`src/rtl/mtcc_pkg.sv`:
```
/*
 Constants, codes and reset values of the modem test and codec
 configuration controller. Assumes one system clock and a front-panel
 controller that presents edits as a select code plus a value.
*/
// Summary of operation
// - Transmit differential encoder enable, on or off, applied to symbols.
// - Carrier test mode: normal (default), center, dual or offset.
// - Center mode sends an unmodulated carrier at modulator frequency.
// - Dual mode: suppressed carrier, two side-bands at half symbol rate.
// - Offset mode: suppressed carrier, upper side-band at quarter rate.
// - High-stability option: mod reference internal 5 or ext 5/10/20 MHz.
// - That option: synthesizer reference is modulator or external input.
// - Any change of the encoder enable turns the transmitter off.
// - Encoder on is rejected when not qualified; old value kept, beep.
// - Transmit rate or frequency reprogram clears the encoder enable.
// - Receive presets A-D, variable; defaults 64/256/768/2048/128 kbps.
// - With the option, receive rate reprogram turns the decoder off.
// - Receive IF accepted only 50 to 180 MHz in 2.5 kHz steps.
// - With the option, receive frequency reprogram turns decoder off.
// - RS in IDR: V.35 descrambler unless decoder on, then synchronous.
// - Descrambler unavailable and hidden for IBS or D&I overhead.
// - Receive differential decoder enable, on or off, applied to symbols.
// - RF loopback on tunes demod to tx frequency; off restores it.
// - RF loopback on cancels IF loopback.
// - IF loopback routes output inside and retunes; off restores both.
// - IF loopback on cancels RF loopback.
// - Edits stay pending until the execute command applies them.
// - Decoder settings on, correction-off and off; off by default.
package mtcc_pkg;
    typedef enum logic [1:0] {
        CAR_NORMAL = 2'b00, CAR_CENTER = 2'b01,
        CAR_DUAL   = 2'b10, CAR_OFFSET = 2'b11
    } mtcc_car_e;
    typedef enum logic [1:0] {
        LB_NONE = 2'b00, LB_RF = 2'b01, LB_IF = 2'b10
    } mtcc_loop_e;
    typedef enum logic [1:0] {
        RSD_OFF = 2'b00, RSD_ON = 2'b01, RSD_NOCORR = 2'b10
    } mtcc_rsd_e;
    // Edit select codes
    localparam logic [3:0] SEL_DIFF_ENC = 4'h0;
    localparam logic [3:0] SEL_CARRIER  = 4'h1;
    localparam logic [3:0] SEL_MOD_REF  = 4'h2;
    localparam logic [3:0] SEL_SYN_REF  = 4'h3;
    localparam logic [3:0] SEL_RS_ENC   = 4'h4;
    localparam logic [3:0] SEL_RX_PRE   = 4'h5;
    localparam logic [3:0] SEL_RX_VAR   = 4'h6;
    localparam logic [3:0] SEL_RX_FREQ  = 4'h7;
    localparam logic [3:0] SEL_DESCR    = 4'h8;
    localparam logic [3:0] SEL_DIFF_DEC = 4'h9;
    localparam logic [3:0] SEL_RF_LOOP  = 4'hA;
    localparam logic [3:0] SEL_IF_LOOP  = 4'hB;
    localparam logic [3:0] SEL_RS_DEC   = 4'hC;
    // Overhead type codes
    localparam logic [1:0] OH_IDR = 2'h0;
    localparam logic [1:0] OH_IBS = 2'h1;
    localparam logic [1:0] OH_DI  = 2'h2;
    // Modulator reference codes
    localparam logic [1:0] MREF_INT5  = 2'h0;
    localparam logic [1:0] MREF_EXT5  = 2'h1;
    localparam logic [1:0] MREF_EXT10 = 2'h2;
    localparam logic [1:0] MREF_EXT20 = 2'h3;
    // Receive presets, A to D then variable
    localparam logic [2:0] PRE_A = 3'h0;
    localparam logic [2:0] PRE_B = 3'h1;
    localparam logic [2:0] PRE_C = 3'h2;
    localparam logic [2:0] PRE_D = 3'h3;
    localparam logic [2:0] PRE_V = 3'h4;
    localparam logic [15:0] RATE_A_KBPS = 16'h0040;
    localparam logic [15:0] RATE_B_KBPS = 16'h0100;
    localparam logic [15:0] RATE_C_KBPS = 16'h0300;
    localparam logic [15:0] RATE_D_KBPS = 16'h0800;
    localparam logic [15:0] RATE_V_KBPS = 16'h0080;
    // Frequencies in 100 Hz units
    localparam int FREQ_W = 21;
    localparam logic [20:0] FREQ_MIN  = 21'h07A120;
    localparam logic [20:0] FREQ_MAX  = 21'h1B7740;
    localparam logic [20:0] FREQ_STEP = 21'h000019;
    localparam logic [20:0] FREQ_RST  = 21'h0AAE60;
    // Reset values
    localparam logic       DIFF_ENC_RST = 1'h1;
    localparam logic       DIFF_DEC_RST = 1'h1;
    localparam logic       DESCR_RST    = 1'h1;
    localparam logic       RS_ENC_RST   = 1'h0;
    localparam logic       SYN_REF_RST  = 1'h0;
    localparam logic [1:0] MOD_REF_RST  = 2'h0;
    localparam logic [2:0] PRE_RST      = 3'h0;
endpackage

```
`src/rtl/mtcc_ctrl.sv`:
```
/*
 Configuration and interlock controller for the modulator and
 demodulator settings, with the differential symbol coders.
 Assumes synchronous inputs on clk_sys_i, one-cycle edit and execute
 pulses from the front panel, and option straps held steady.
*/
`timescale 1ns/100ps
module mtcc_ctrl (
    input  wire logic        clk_sys_i,
    input  wire logic        rst_n_i,
    input  wire logic        edit_valid_i,
    input  wire logic [3:0]  edit_sel_i,
    input  wire logic [20:0] edit_val_i,
    input  wire logic        execute_i,
    input  wire logic        rs_opt_i,
    input  wire logic        hstab_opt_i,
    input  wire logic        rs_qualify_i,
    input  wire logic [1:0]  overhead_i,
    input  wire logic        tx_reprog_i,
    input  wire logic [20:0] tx_freq_i,
    input  wire logic [1:0]  tx_sym_i,
    input  wire logic        tx_sym_vld_i,
    input  wire logic [1:0]  rx_sym_i,
    input  wire logic        rx_sym_vld_i,
    output logic             pend_valid_o,
    output logic             reject_o,
    output logic             tx_out_off_o,
    output logic             diff_enc_en_o,
    output logic [1:0]       carrier_mode_o,
    output logic             cw_unmod_o,
    output logic             cw_supp_o,
    output logic             sb_upper_o,
    output logic             sb_lower_o,
    output logic [2:0]       sb_div_o,
    output logic [1:0]       mod_ref_sel_o,
    output logic             clock_synth_reference_select_o,
    output logic             rs_enc_en_o,
    output logic [2:0]       rx_preset_o,
    output logic [15:0]      rx_rate_kbps_o,
    output logic [1:0]       rs_dec_mode_o,
    output logic             descr_avail_o,
    output logic             descr_en_o,
    output logic             descr_sync_o,
    output logic             diff_dec_en_o,
    output logic             rf_loop_o,
    output logic             if_loop_o,
    output logic             if_in_internal_o,
    output logic [20:0]      demod_freq_o,
    output logic [1:0]       tx_sym_o,
    output logic             tx_sym_vld_o,
    output logic [1:0]       rx_sym_o,
    output logic             rx_sym_vld_o
);
    // Frequency must sit in range and on the step grid
    function automatic logic freq_ok(input logic [20:0] f);
        freq_ok = (f >= mtcc_pkg::FREQ_MIN) && (f <= mtcc_pkg::FREQ_MAX)
                  && ((f % mtcc_pkg::FREQ_STEP) == 21'h0);
    endfunction

    function automatic logic [15:0] preset_rate(input logic [2:0] p,
                                                input logic [15:0] v);
        case (p)
            mtcc_pkg::PRE_A: preset_rate = mtcc_pkg::RATE_A_KBPS;
            mtcc_pkg::PRE_B: preset_rate = mtcc_pkg::RATE_B_KBPS;
            mtcc_pkg::PRE_C: preset_rate = mtcc_pkg::RATE_C_KBPS;
            mtcc_pkg::PRE_D: preset_rate = mtcc_pkg::RATE_D_KBPS;
            default:         preset_rate = v;
        endcase
    endfunction

    logic                 pend_vld_q, pend_vld_d;
    logic [3:0]           pend_sel_q, pend_sel_d;
    logic [20:0]          pend_val_q, pend_val_d;
    logic                 rej_q, rej_d, txoff_q, txoff_d;
    logic                 denc_q, denc_d, ddec_q, ddec_d;
    mtcc_pkg::mtcc_car_e  car_q, car_d;
    logic [3:0]           cw_q, cw_d;
    logic [2:0]           div_q, div_d;
    logic [1:0]           mref_q, mref_d;
    logic                 sref_q, sref_d, rse_q, rse_d;
    mtcc_pkg::mtcc_rsd_e  rsd_q, rsd_d;
    logic [2:0]           pre_q, pre_d;
    logic [15:0]          vrate_q, vrate_d, rate_q, rate_d;
    logic                 descr_q, descr_d;
    logic [2:0]           dsc_q, dsc_d;
    mtcc_pkg::mtcc_loop_e loop_q, loop_d;
    logic [20:0]          dfreq_q, dfreq_d, save_q, save_d;
    logic                 rx_prog;
    logic                 qual;
    logic                 hide_descr;

    assign qual       = rs_opt_i && rs_qualify_i;
    assign hide_descr = (overhead_i == mtcc_pkg::OH_IBS) ||
                        (overhead_i == mtcc_pkg::OH_DI);

    // Configuration next state; an edit is only applied on execute
    always_comb begin
        pend_vld_d = pend_vld_q;
        pend_sel_d = pend_sel_q;
        pend_val_d = pend_val_q;
        rej_d   = 1'b0;
        denc_d  = denc_q;
        ddec_d  = ddec_q;
        car_d   = car_q;
        mref_d  = mref_q;
        sref_d  = sref_q;
        rse_d   = rse_q;
        rsd_d   = rsd_q;
        pre_d   = pre_q;
        vrate_d = vrate_q;
        descr_d = descr_q;
        loop_d  = loop_q;
        save_d  = save_q;
        dfreq_d = dfreq_q;
        rx_prog = 1'b0;
        if (execute_i && pend_vld_q) begin
            pend_vld_d = 1'b0;
            case (pend_sel_q)
                mtcc_pkg::SEL_DIFF_ENC: denc_d = pend_val_q[0];
                mtcc_pkg::SEL_DIFF_DEC: ddec_d = pend_val_q[0];
                mtcc_pkg::SEL_CARRIER:
                    car_d = mtcc_pkg::mtcc_car_e'(pend_val_q[1:0]);
                mtcc_pkg::SEL_MOD_REF: begin
                    if (hstab_opt_i) mref_d = pend_val_q[1:0];
                    else rej_d = 1'b1;
                end
                mtcc_pkg::SEL_SYN_REF: begin
                    if (hstab_opt_i) sref_d = pend_val_q[0];
                    else rej_d = 1'b1;
                end
                mtcc_pkg::SEL_RS_ENC: begin
                    if (pend_val_q[0] && !qual) rej_d = 1'b1;
                    else rse_d = pend_val_q[0];
                end
                mtcc_pkg::SEL_RS_DEC: begin
                    if (pend_val_q[1:0] == 2'h3) rej_d = 1'b1;
                    else if (pend_val_q[1:0] == mtcc_pkg::RSD_ON && !qual)
                        rej_d = 1'b1;
                    else rsd_d = mtcc_pkg::mtcc_rsd_e'(pend_val_q[1:0]);
                end
                mtcc_pkg::SEL_RX_PRE: begin
                    if (pend_val_q[2:0] > mtcc_pkg::PRE_V) rej_d = 1'b1;
                    else begin
                        pre_d   = pend_val_q[2:0];
                        rx_prog = 1'b1;
                    end
                end
                mtcc_pkg::SEL_RX_VAR: begin
                    vrate_d = pend_val_q[15:0];
                    rx_prog = 1'b1;
                end
                mtcc_pkg::SEL_RX_FREQ: begin
                    if (!freq_ok(pend_val_q)) rej_d = 1'b1;
                    else begin
                        rx_prog = 1'b1;
                        // During loopback the edit lands in the save copy
                        if (loop_q == mtcc_pkg::LB_NONE) dfreq_d = pend_val_q;
                        else save_d = pend_val_q;
                    end
                end
                mtcc_pkg::SEL_DESCR: begin
                    if (hide_descr) rej_d = 1'b1;
                    else descr_d = pend_val_q[0];
                end
                mtcc_pkg::SEL_RF_LOOP: begin
                    if (pend_val_q[0]) loop_d = mtcc_pkg::LB_RF;
                    else if (loop_q == mtcc_pkg::LB_RF)
                        loop_d = mtcc_pkg::LB_NONE;
                end
                mtcc_pkg::SEL_IF_LOOP: begin
                    if (pend_val_q[0]) loop_d = mtcc_pkg::LB_IF;
                    else if (loop_q == mtcc_pkg::LB_IF)
                        loop_d = mtcc_pkg::LB_NONE;
                end
                default: rej_d = 1'b1;
            endcase
        end
        // A new edit overrides whatever was still pending
        if (edit_valid_i) begin
            pend_vld_d = 1'b1;
            pend_sel_d = edit_sel_i;
            pend_val_d = edit_val_i;
        end
        if (rx_prog && rs_opt_i) rsd_d = mtcc_pkg::RSD_OFF;
        if (tx_reprog_i) rse_d = 1'b0;
        // Loopback entry saves, exit restores, while looped track tx freq
        if (loop_q == mtcc_pkg::LB_NONE && loop_d != mtcc_pkg::LB_NONE) begin
            save_d  = dfreq_q;
            dfreq_d = tx_freq_i;
        end else if (loop_q != mtcc_pkg::LB_NONE &&
                     loop_d == mtcc_pkg::LB_NONE) begin
            dfreq_d = save_q;
        end else if (loop_d != mtcc_pkg::LB_NONE) begin
            dfreq_d = tx_freq_i;
        end
        txoff_d = (rse_d != rse_q);
        rate_d  = preset_rate(pre_d, vrate_d);
        // Carrier test decode: {unmod, supp, upper, lower}
        case (car_d)
            mtcc_pkg::CAR_CENTER: begin
                cw_d  = 4'h8;
                div_d = 3'h0;
            end
            mtcc_pkg::CAR_DUAL: begin
                cw_d  = 4'h7;
                div_d = 3'h2;
            end
            mtcc_pkg::CAR_OFFSET: begin
                cw_d  = 4'h6;
                div_d = 3'h4;
            end
            default: begin
                cw_d  = 4'h0;
                div_d = 3'h0;
            end
        endcase
        // Descrambler {avail, enable, sync}; options follow straps
        dsc_d[2] = !hide_descr;
        dsc_d[0] = !hide_descr && rs_opt_i &&
                   (overhead_i == mtcc_pkg::OH_IDR) &&
                   (rsd_d == mtcc_pkg::RSD_ON);
        dsc_d[1] = !hide_descr && descr_d;
    end

    // Configuration registers
    always_ff @(posedge clk_sys_i) begin
        if (!rst_n_i) begin
            pend_vld_q <= 1'b0;
            pend_sel_q <= 4'h0;
            pend_val_q <= 21'h0;
            rej_q   <= 1'b0;
            txoff_q <= 1'b0;
            denc_q  <= mtcc_pkg::DIFF_ENC_RST;
            ddec_q  <= mtcc_pkg::DIFF_DEC_RST;
            car_q   <= mtcc_pkg::CAR_NORMAL;
            cw_q    <= 4'h0;
            div_q   <= 3'h0;
            mref_q  <= mtcc_pkg::MOD_REF_RST;
            sref_q  <= mtcc_pkg::SYN_REF_RST;
            rse_q   <= mtcc_pkg::RS_ENC_RST;
            rsd_q   <= mtcc_pkg::RSD_OFF;
            pre_q   <= mtcc_pkg::PRE_RST;
            vrate_q <= mtcc_pkg::RATE_V_KBPS;
            rate_q  <= mtcc_pkg::RATE_A_KBPS;
            descr_q <= mtcc_pkg::DESCR_RST;
            dsc_q   <= 3'h0;
            loop_q  <= mtcc_pkg::LB_NONE;
            dfreq_q <= mtcc_pkg::FREQ_RST;
            save_q  <= mtcc_pkg::FREQ_RST;
        end else begin
            pend_vld_q <= pend_vld_d;
            pend_sel_q <= pend_sel_d;
            pend_val_q <= pend_val_d;
            rej_q   <= rej_d;
            txoff_q <= txoff_d;
            denc_q  <= denc_d;
            ddec_q  <= ddec_d;
            car_q   <= car_d;
            cw_q    <= cw_d;
            div_q   <= div_d;
            mref_q  <= mref_d;
            sref_q  <= sref_d;
            rse_q   <= rse_d;
            rsd_q   <= rsd_d;
            pre_q   <= pre_d;
            vrate_q <= vrate_d;
            rate_q  <= rate_d;
            descr_q <= descr_d;
            dsc_q   <= dsc_d;
            loop_q  <= loop_d;
            dfreq_q <= dfreq_d;
            save_q  <= save_d;
        end
    end

    // Differential coders: mod-4 phase sum and difference
    logic [1:0] txp_q, txp_d, txo_q, txo_d, rxp_q, rxp_d, rxo_q, rxo_d;
    logic       txv_q, txv_d, rxv_q, rxv_d;
    always_comb begin
        txp_d = txp_q;
        txo_d = txo_q;
        rxp_d = rxp_q;
        rxo_d = rxo_q;
        txv_d = tx_sym_vld_i;
        rxv_d = rx_sym_vld_i;
        if (tx_sym_vld_i) begin
            txo_d = denc_q ? 2'(tx_sym_i + txp_q) : tx_sym_i;
            txp_d = txo_d;
        end
        if (rx_sym_vld_i) begin
            rxo_d = ddec_q ? 2'(rx_sym_i - rxp_q) : rx_sym_i;
            rxp_d = rx_sym_i;
        end
    end

    // Coder registers
    always_ff @(posedge clk_sys_i) begin
        if (!rst_n_i) begin
            txp_q <= 2'h0;
            txo_q <= 2'h0;
            rxp_q <= 2'h0;
            rxo_q <= 2'h0;
            txv_q <= 1'b0;
            rxv_q <= 1'b0;
        end else begin
            txp_q <= txp_d;
            txo_q <= txo_d;
            rxp_q <= rxp_d;
            rxo_q <= rxo_d;
            txv_q <= txv_d;
            rxv_q <= rxv_d;
        end
    end

    // Outputs from flops; loopback flags decoded from loop_q
    assign pend_valid_o   = pend_vld_q;
    assign reject_o       = rej_q;
    assign tx_out_off_o   = txoff_q;
    assign diff_enc_en_o  = denc_q;
    assign diff_dec_en_o  = ddec_q;
    assign carrier_mode_o = car_q;
    assign cw_unmod_o     = cw_q[3];
    assign cw_supp_o      = cw_q[2];
    assign sb_upper_o     = cw_q[1];
    assign sb_lower_o     = cw_q[0];
    assign sb_div_o       = div_q;
    assign mod_ref_sel_o  = mref_q;
    assign clock_synth_reference_select_o = sref_q;
    assign rs_enc_en_o    = rse_q;
    assign rs_dec_mode_o  = rsd_q;
    assign rx_preset_o    = pre_q;
    assign rx_rate_kbps_o = rate_q;
    assign descr_avail_o  = dsc_q[2];
    assign descr_en_o     = dsc_q[1];
    assign descr_sync_o   = dsc_q[0];
    assign rf_loop_o      = (loop_q == mtcc_pkg::LB_RF);
    assign if_loop_o      = (loop_q == mtcc_pkg::LB_IF);
    assign if_in_internal_o = (loop_q == mtcc_pkg::LB_IF);
    assign demod_freq_o   = dfreq_q;
    assign tx_sym_o       = txo_q;
    assign tx_sym_vld_o   = txv_q;
    assign rx_sym_o       = rxo_q;
    assign rx_sym_vld_o   = rxv_q;
endmodule

```
`config.mk`:
```
export PLATFORM = sky130hd
export DESIGN_NAME = mtcc_ctrl
export DESIGN_NICKNAME = d
export VERILOG_FILES = /design/src/rtl/mtcc_pkg.sv /design/src/rtl/mtcc_ctrl.sv
export SDC_FILE = /design/constraint.sdc
export NUM_CORES = 1
export LEC_CHECK = 0
export BUFFER_PORTS_ARGS = -buffer_cell sky130_fd_sc_hd__buf_2
export CORE_MARGIN = 4
export CORE_UTILIZATION = 45
export CTS_BUF_LIST = sky130_fd_sc_hd__clkbuf_8
export CTS_CLUSTER_DIAMETER = 100
export CTS_CLUSTER_SIZE = 8
export DETAILED_ROUTE_END_ITERATION = 16
export GPL_TIMING_DRIVEN = 0
export HOLD_SLACK_MARGIN = 0.1
export SYNTH_ARGS = -nofsm -noshare
export SYNTH_HDL_FRONTEND = slang
export SYNTH_SLANG_ARGS = --single-unit
```
`constraint.sdc`:
```
create_clock -name clk_sys_i -period 16.1 [get_ports clk_sys_i]
set_clock_uncertainty 0.1 [all_clocks]
set_input_delay 2.415 -clock clk_sys_i [delete_from_list [all_inputs] [get_ports clk_sys_i]]
set_output_delay 2.415 -clock clk_sys_i [all_outputs]
set_load 0.03 [all_outputs]
```
Word level (Yosys, flattened, before mapping)
Index checks and enable logic that the tools add are counted.

Flip-flop bits (word level): 136. Output and inout bits: 72.

Add/subtract/negate cells: 2. Divide/modulo/power cells: 1. Magnitude comparators: 3. Equality and inequality tests: 27. Muxes and demuxes: 56. Reduce and logical (&&, ||, !) cells: 41.

Operator list (count): 21-bit two-way mux (12); 16-bit case mux with 4 select lines (1); 16-bit two-way mux (2); 2-bit two-way mux (14); 21-bit by 19-bit greater-or-equal comparator with 1-bit output, second input constant (1); 21-bit <= comparator, second input constant (1); 21-bit zero test (1); 21-bit by 5-bit modulo with 21-bit output, second input constant (1); 4-bit equality test, second input constant (5); 1-bit two-way mux (19); 4-bit by 3-bit equality test with 1-bit output, second input constant (4); 4-bit nonzero test (4); 1-bit logical AND (13); 4-bit case mux with 3 select lines (1); 2-bit nonzero test (6); 2-bit by 1-bit equality test with 1-bit output, second input constant (5); 2-bit equality test, second input constant (5); 3-bit two-way mux (3); 4-bit by 2-bit equality test with 1-bit output, second input constant (2); 4-bit AND reduction (2); 1-bit case mux with 7 select lines (1); 3-bit by 2-bit equality test with 1-bit output, second input constant (2); 2-bit zero test (3); 3-bit case mux with 2 select lines (1); other kinds (17) (21).

Logic depth before layout (Yosys ltp)
Gate-level depths: netlist of the first run.

Depth in word-level cells: 10. Gate-level depth with buffers: 49.

Least setup slack after synthesis of the first run
OpenSTA, ideal clock, no wires.

Path kind: flip-flop to flip-flop. From: register pend_val_q[19]. To: register save_q[10]. Library setup time: 124 ps. Arrival: 10126 ps. Path slack: 5750 ps. Stages on the path, launching flop included: 44. Path buffers: 5. Period minus slack after synthesis: 10350 ps. Cells stage by stage: dfxtp_1 buf_4 buf_6 or3b_1 a211o_1 o311ai_1 mux2_1 a22oi_1 o211ai_2 o21a_2 a211oi_1 or3_1 o311a_1 and2_1 buf_6 and3_1 o31ai_4 o32a_1 (+8 left out) mux2_2 a221oi_4 o32a_1 and3_1 buf_6 o31ai_4 xnor2_1 inv_1 ha_1 o31a_1 nor3b_1 nor4bb_1 mux2i_1 nand3b_1 a221oi_4 nand2_1 a221oi_1 o21ai_1.

Cells in the longest elaborated chain, start to end: 5. Elaborated cells on any way between the ends: 8.

RTL lines: start, declared (RTL line mtcc_ctrl.sv:73) `logic [20:0] pend_val_q, pend_val_d;`; start signal, assigned (RTL line mtcc_ctrl.sv:253) `pend_val_q <= pend_val_d;`; 21-bit by 5-bit modulo with 21-bit output, or another cell as far along (RTL line mtcc_ctrl.sv:57) `&& ((f % mtcc_pkg::FREQ_STEP) == 21'h0);`; 21-bit zero test or 1-bit logical AND (tied branches) (RTL line mtcc_ctrl.sv:57, mtcc_ctrl.sv:56); 1-bit logical AND * (RTL line mtcc_ctrl.sv:57); 2-bit nonzero test (no source line) *; 4-bit AND reduction (no source line) *; end signal, assigned (RTL line mtcc_ctrl.sv:249) `save_q <= mtcc_pkg::FREQ_RST;`; end signal, assigned (RTL line mtcc_ctrl.sv:272) `save_q <= save_d;`; end, declared (RTL line mtcc_ctrl.sv:87) `logic [20:0] dfreq_q, dfreq_d, save_q, save_d;`.

Mark *: on every way between the ends. The rest lies on a longest branch, timed or not. A chain may end at the register's enable or synchronous reset.

Worst setup path after layout of the first run
From: register pend_val_q[15]. To: register save_q[5].

The elaborated chain is that of the path after synthesis.

==> out/summary.txt, run 1 <==
Status = finished clean
Synth-to-layout area growth = 13.73%
Mapped Cells = 1345
GP Congestion = 0.8919
Layout cells sized above 1 = 18.25%
Die Height = 160.1 um
Post-DRT Antenna Nets = 0
Hpwl dp = 26.12 mm
EDFF count, synth = 0
GR Overflow Total = 0
Post-synthesis compound-gate area fraction = 33.99%
Post-cts hold buffer count = 0
Final hold vios = 0
Worst Setup Slack, final = 3.304 ns
Hold/Removal Path Class = flip-flop to flip-flop
Mapped cell area = 10410 sq um
Dpl ws = 3.562 ns
First-pass GRT wire length = 55.63 mm
Largest family of logic cells by synthesized area = compound AO/OA/AOI/OAI gates
Routed wl met2 = 15.28 mm
Slew @ Worst Pin = 1.155 ns
# clock sinks = 133
Final-report setup violation count = 0
Fmax = 78.15 MHz
XOR/XNOR share of the synthesized area = 1.598%
Total CTS buffers = 17
# IOs = 134
Adder and majority cell fraction of the synthesized area = 1.177%
Pins over their slew limit = 0
Maximum fanout along the worst path = 10
Top post-synthesis cells by area = dfxtp_1 (26%), mux2i_1 (6.0%), a21oi_1 (5.6%)
Initial Util = 45.86%
Post_cts resized = 0
Antenna Cells = 0
H-tree levels = 4
DR WL/cell = 19.56 um
Clock transition at path regs = 0.10 ns
Slowest CP cell = a2111oi_4
Total Die Area = 25640 sq um
Async S/R FF share, synth = 0%
Max-cap violation count = 0
DRC = 0
Site Rows = 55
Clk_lat worst skew = 0.47 ns
Final net count = 1565
CP most frequent cell = a22oi_1
Data arrival time of the critical path = 13.03 ns
DRT iter0 DRCs = 738
Post-CTS setup buffers = 0
Synth cell types = 122
Worst-case clock buffer depth = 2
#FFs+latches synth = 133
Post-synthesis mux area share = 7.762%
PortBufs = 130
Unrepaired setup endpoints after global routing = no
Crit Path Class = flip-flop to flip-flop
Die span in x = 160.1 um
Met1 WL = 16.50 mm
First-pass iteration count of the detailed router = 5
Simple-gate area share of the yosys netlist = 22.53%
TritonCTS clock tree = built
Synth warn = 0
CP startpoint kind = flip-flop
Synthesized net count = 1416
Root Buffer = clkbuf_8
Setup_tns = 0 ns
Vias post-DR = 10880
GRT Util Overall = 26.54%
Final WL = 35.04 mm
Largest area contributor in the netlist = dfxtp_1
Max Used Layer = met4
Pin count of the biggest net entering global routing = 17
CP Capture Type = flip-flop
Fin crit period = 12.80 ns
Slew Limit Headroom = 22.22%
Core box area = 22710 sq um
WL met3 = 2.410 mm
WP data required = 16.34 ns
Mean Syn Cell Area = 7.743 sq um
Vias per cell = 6.072
Critical Path Max Stage Delay = 0.57 ns
Final Cycle Share = 79.48%
Initial antenna violation count = 0
Seq/Total Area, Yosys = 25.57%
Top_reg_cell synth = dfxtp_1
Vias in the first global route = 10140
Share of the synthesized area in the top cell type = 25.57%
-- layout by cell type (no fill, tap or decap), types with 10 or more instances in the layout --
| cell type | count |
|---|---|
| nor2_1 | 151 |
| buf_2 | 141 |
| dfxtp_1 | 133 |
| a21oi_1 | 117 |
| nand2_1 | 71 |
| clkbuf_1 | 68 |
| mux2i_1 | 62 |
| inv_1 | 51 |
| o21ai_0 | 47 |
| o21ai_1 | 45 |
| nand3_1 | 39 |
| and3_1 | 36 |
| nor3_1 | 35 |
| o21a_1 | 21 |
| and2_1 | 21 |
| o211ai_1 | 19 |
| a21boi_1 | 17 |
| clkbuf_8 | 17 |
| buf_4 | 14 |
| a211oi_1 | 14 |
| o22ai_1 | 14 |
| a21boi_0 | 13 |
| a31oi_1 | 12 |
| o22a_1 | 12 |
| buf_6 | 11 |
| nand2b_1 | 11 |
| a22oi_1 | 11 |
| xnor2_1 | 11 |
| a221oi_1 | 10 |
-- path summary, 6_finish.rpt --
check	startpoint	end	slack, ns	cells after the start
setup / recovery	pend_val_q[15]	save_q[5]	3.30	40
hold / removal	save_q[17]	save_q[17]	0.38	2
setup reg to reg	pend_val_q[15]	save_q[5]	3.30	40
hold reg to reg	save_q[17]	save_q[17]	0.38	2
-- kinds of logic after synthesis --
logic type	count (synthesis)
AO/OA/AOI/OAI	487
XOR/XNOR	19
adder cells (fa/ha/maj)	10
buffers and inverters	164
flip-flops	133
multiplexers	77
other	1
AND/OR/NAND/NOR	454
-- Yosys cell counts, types with 6 or more instances --
cell,instances
nor3_1,35
o32ai_1,6
nor2_1,151
a21oi_1,117
buf_4,14
a211o_1,6
inv_1,51
nor3_2,9
a221oi_1,10
nand3_1,39
and3_1,36
a211oi_1,14
clkbuf_1,68
a21boi_0,13
xor2_1,8
dfxtp_1,133
ha_1,9
o22ai_1,14
o22a_1,12
nand3b_1,8
mux2_2,7
o21ai_1,45
or3_1,9
a22oi_1,11
buf_2,11
a21o_1,9
nand2_1,71
nor4_1,9
buf_6,11
nand2b_1,11
a31oi_1,12
o31ai_1,8
nor2b_1,8
nor3b_1,7
o21ai_0,47
nand4_1,9
a21boi_1,17
xnor2_1,11
mux2i_1,62
and2_1,21
o21a_1,21
o211ai_1,19
-- final cells by class --
type	instances	area (sq um)
fill	2295	10870
multi-input combinational	1048	6987
sequential	133	2663
timing repair buffer	130	650.6
buffer	109	558.0
tap	285	356.6
clock buffer	17	234.0
inverter	55	206.4
clock inverter	15	188.9
-- critical path, delay by kind of cell (launching register included) --
family | cells | cell delay (ns)
AO/OA/AOI/OAI | 23 | 7.64
AND/OR/NAND/NOR | 7 | 1.71
multiplexers | 4 | 1.25
buffers and inverters | 4 | 0.97
XOR/XNOR | 1 | 0.43
flip-flops | 1 | 0.31
adder cells (fa/ha/maj) | 1 | 0.20
-- stage by stage --
stage / hold WS (ns) / instance area [sq um] / utilization, % / instances
final: 0.3823 / 11840 / 52.15 / 1792
after global placement: 0.3534 / 11420 / 50.29 / 1760
after detailed placement: 0.3623 / 11420 / 50.29 / 1760
after CTS: 0.3846 / 11840 / 52.15 / 1792
after global routing: 0.3959 / 11840 / 52.15 / 1792
after floorplan: 0.3377 / 10410 / - / 1345
-- layer usage --
layer  GRT usage [%]  vias up
met5               0        -
met4           8.330        0
met3           4.774       51
met2           40.62      393
met1           37.94     5135
li1                -     5302
-- flip-flops by register name (all words and copies together) (netlist names), 2 cells and up --
register and cells:
rxp_q 2, tx_sym_o 2, save_q 21, pend_val_q 21, rx_sym_o 2, demod_freq_o 21
carrier_mode_o 2, cw_q 3, pend_sel_q 4, mod_ref_sel_o 2, rx_preset_o 3, loop_q 2
vrate_q 16, rx_rate_kbps_o 16, rs_dec_mode_o 2, dsc_q 3
Power of run 1 is not shown: default switching activity piles up to over one toggle a cycle in this logic, so the estimate is an artifact.
==> run 2, diff against run 1 <==
==> constraint.sdc (replaced) <==
create_clock -name clk_sys_i -period 11.86 [get_ports clk_sys_i]
set_clock_uncertainty 0.1 [all_clocks]
set_input_delay 1.779 -clock clk_sys_i [delete_from_list [all_inputs] [get_ports clk_sys_i]]
set_output_delay 1.779 -clock clk_sys_i [all_outputs]
set_load 0.03 [all_outputs]
==> run 2 against run 1 <==
  * Final cell count grew 1.9%
  * Fmax grew 11%
  * Critical path type unchanged
  * Via count grew 2.4%
  * Count of clock-buffer cells in the layout is the same
  * Flip-flop and latch count is the same
==> out/summary.txt, run 2 (synthesized netlist as in run 1, its figures left out) <==
Data arrival time of the critical path = 11.71 ns
Final Non-Filler Cells = 1826
Maximum fanout along the worst path = 10
Dpl cells = 1760
DRC = 0
Final Cycle Share = 96.81%
Total CTS buffers = 17
Clk_lat worst skew = 0.47 ns
Crit Path Class = flip-flop to flip-flop
Site Rows = 55
CP startpoint kind = flip-flop
Max Used Layer = met4
Vias per cell = 6.099
PortBufs = 130
# clock sinks = 133
Initial antenna violation count = 0
Met1 WL = 16.75 mm
First-pass iteration count of the detailed router = 5
H-tree levels = 4
Hold/Removal Path Class = flip-flop to flip-flop
First-pass GRT wire length = 55.81 mm
# IOs = 134
Slowest CP cell = a21oi_1
Final WL = 36.29 mm
Post-DRT Antenna Nets = 0
Antenna Cells = 0
Root Buffer = clkbuf_8
Post-cts hold buffer count = 0
Total Die Area = 25640 sq um
Max-cap violation count = 0
Die Height = 160.1 um
DR WL/cell = 19.88 um
Vias in the first global route = 10190
WL met3 = 2.610 mm
Initial Util = 45.86%
Slew @ Worst Pin = 1.163 ns
Pin count of the biggest net entering global routing = 17
Routed wl met2 = 16.02 mm
TritonCTS clock tree = built
Final instance area = 12520 sq um
DRT iter0 DRCs = 724
Status = finished clean
Dpl ws = -0.6782 ns
Commonest non-fill, non-tap cell in the layout = nor2_1
Worst Setup Slack, final = 0.3780 ns
Hpwl dp = 26.12 mm
Fmax = 87.09 MHz
Placed inst area = 11420 sq um
Die span in x = 160.1 um
GR Overflow Total = 0
Pins over their slew limit = 0
Layout cells sized above 1 = 23.49%
Slew Limit Headroom = 22.48%
Fin crit period = 11.48 ns
WP data required = 12.09 ns
Setup_tns = 0 ns
Clock transition at path regs = 0.10 ns
Most frequent cells in the layout = nor2_1 (148), buf_2 (136), dfxtp_1 (132)
Final hold vios = 0
Critical Path Max Stage Delay = 0.44 ns
GRT Util Overall = 26.63%
Final-report setup violation count = 0
CP Capture Type = flip-flop
Final net count = 1599
Vias post-DR = 11140
Worst-case clock buffer depth = 2
Synth-to-layout area growth = 20.23%
Core box area = 22710 sq um
GP Congestion = 0.8919
CP most frequent cell = buf_4
==> run 2: cell types whose count changed in the layout (fill, tap and decap cells not counted), moves of 4 or more <==
| cell | change |
|---|---|
| buf_4 | +35 |
| a21oi_1 | -6 |
| buf_2 | -5 |
| a21oi_2 | +4 |
| a221oi_1 | -4 |
| a22oi_1 | -4 |
| a22oi_2 | +4 |
| clkbuf_4 | +4 |
==> run 2: final cells by class <==
| class | count | area, sq um |
|---|---|---|
| clock buffers | 17 | 234.0 |
| multi-input cells | 1048 | 7388 |
| fillers | 2210 | 10190 |
| inverters | 55 | 210.2 |
| plain buffers | 109 | 573.1 |
| flip-flops and latches | 133 | 2664 |
| clock inverters | 15 | 188.9 |
| repair buffers | 164 | 905.9 |
| well taps | 285 | 356.6 |
==> run 2: critical path, delay by kind of cell, from the launching register on <==
kind / cells / cell delay, ns
AO/OA/AOI/OAI: 22 / 5.52
AND/OR/NAND/NOR: 10 / 2.59
buffers and inverters: 9 / 1.61
multiplexers: 3 / 0.79
flip-flops: 1 / 0.32
XOR/XNOR: 1 / 0.19
adder cells (fa/ha/maj): 1 / 0.18
==> run 2: metal layers <==
layer / vias up / global-route usage, %
li1: 5370 / -
met1: 5270 / 37.91
met2: 436 / 40.94
met3: 61 / 4.619
met4: 0 / 8.643
met5: - / 0
==> run 2: stage by stage <==
stage               hold WS [ns]  util (%)
floorplan                 0.3377         -
global placement          0.3534     50.29
detailed placement        0.3623     50.29
CTS                       0.3846     52.41
global route              0.3959     55.14
finish                    0.3857     55.14
==> run 2: worst paths after layout <==
path             startpoint                to  slack [ns]  cells past startpoint
max          pend_val_q[19]  demod_freq_o[10]        0.38                     46
min reg2reg      vrate_q[7]        vrate_q[7]        0.39                      2
max reg2reg  pend_val_q[19]  demod_freq_o[10]        0.38                     46
min              vrate_q[7]        vrate_q[7]        0.39                      2
==> run 2: what timing repair did <==
action / 4_1_cts / 5_1_grt
buffers inserted: 3 / 31
pin swaps: 1 / 20
resized for setup: 6 / 73
setup endpoints to repair: 46 / 46
Power of run 2 is left out for the same reason.
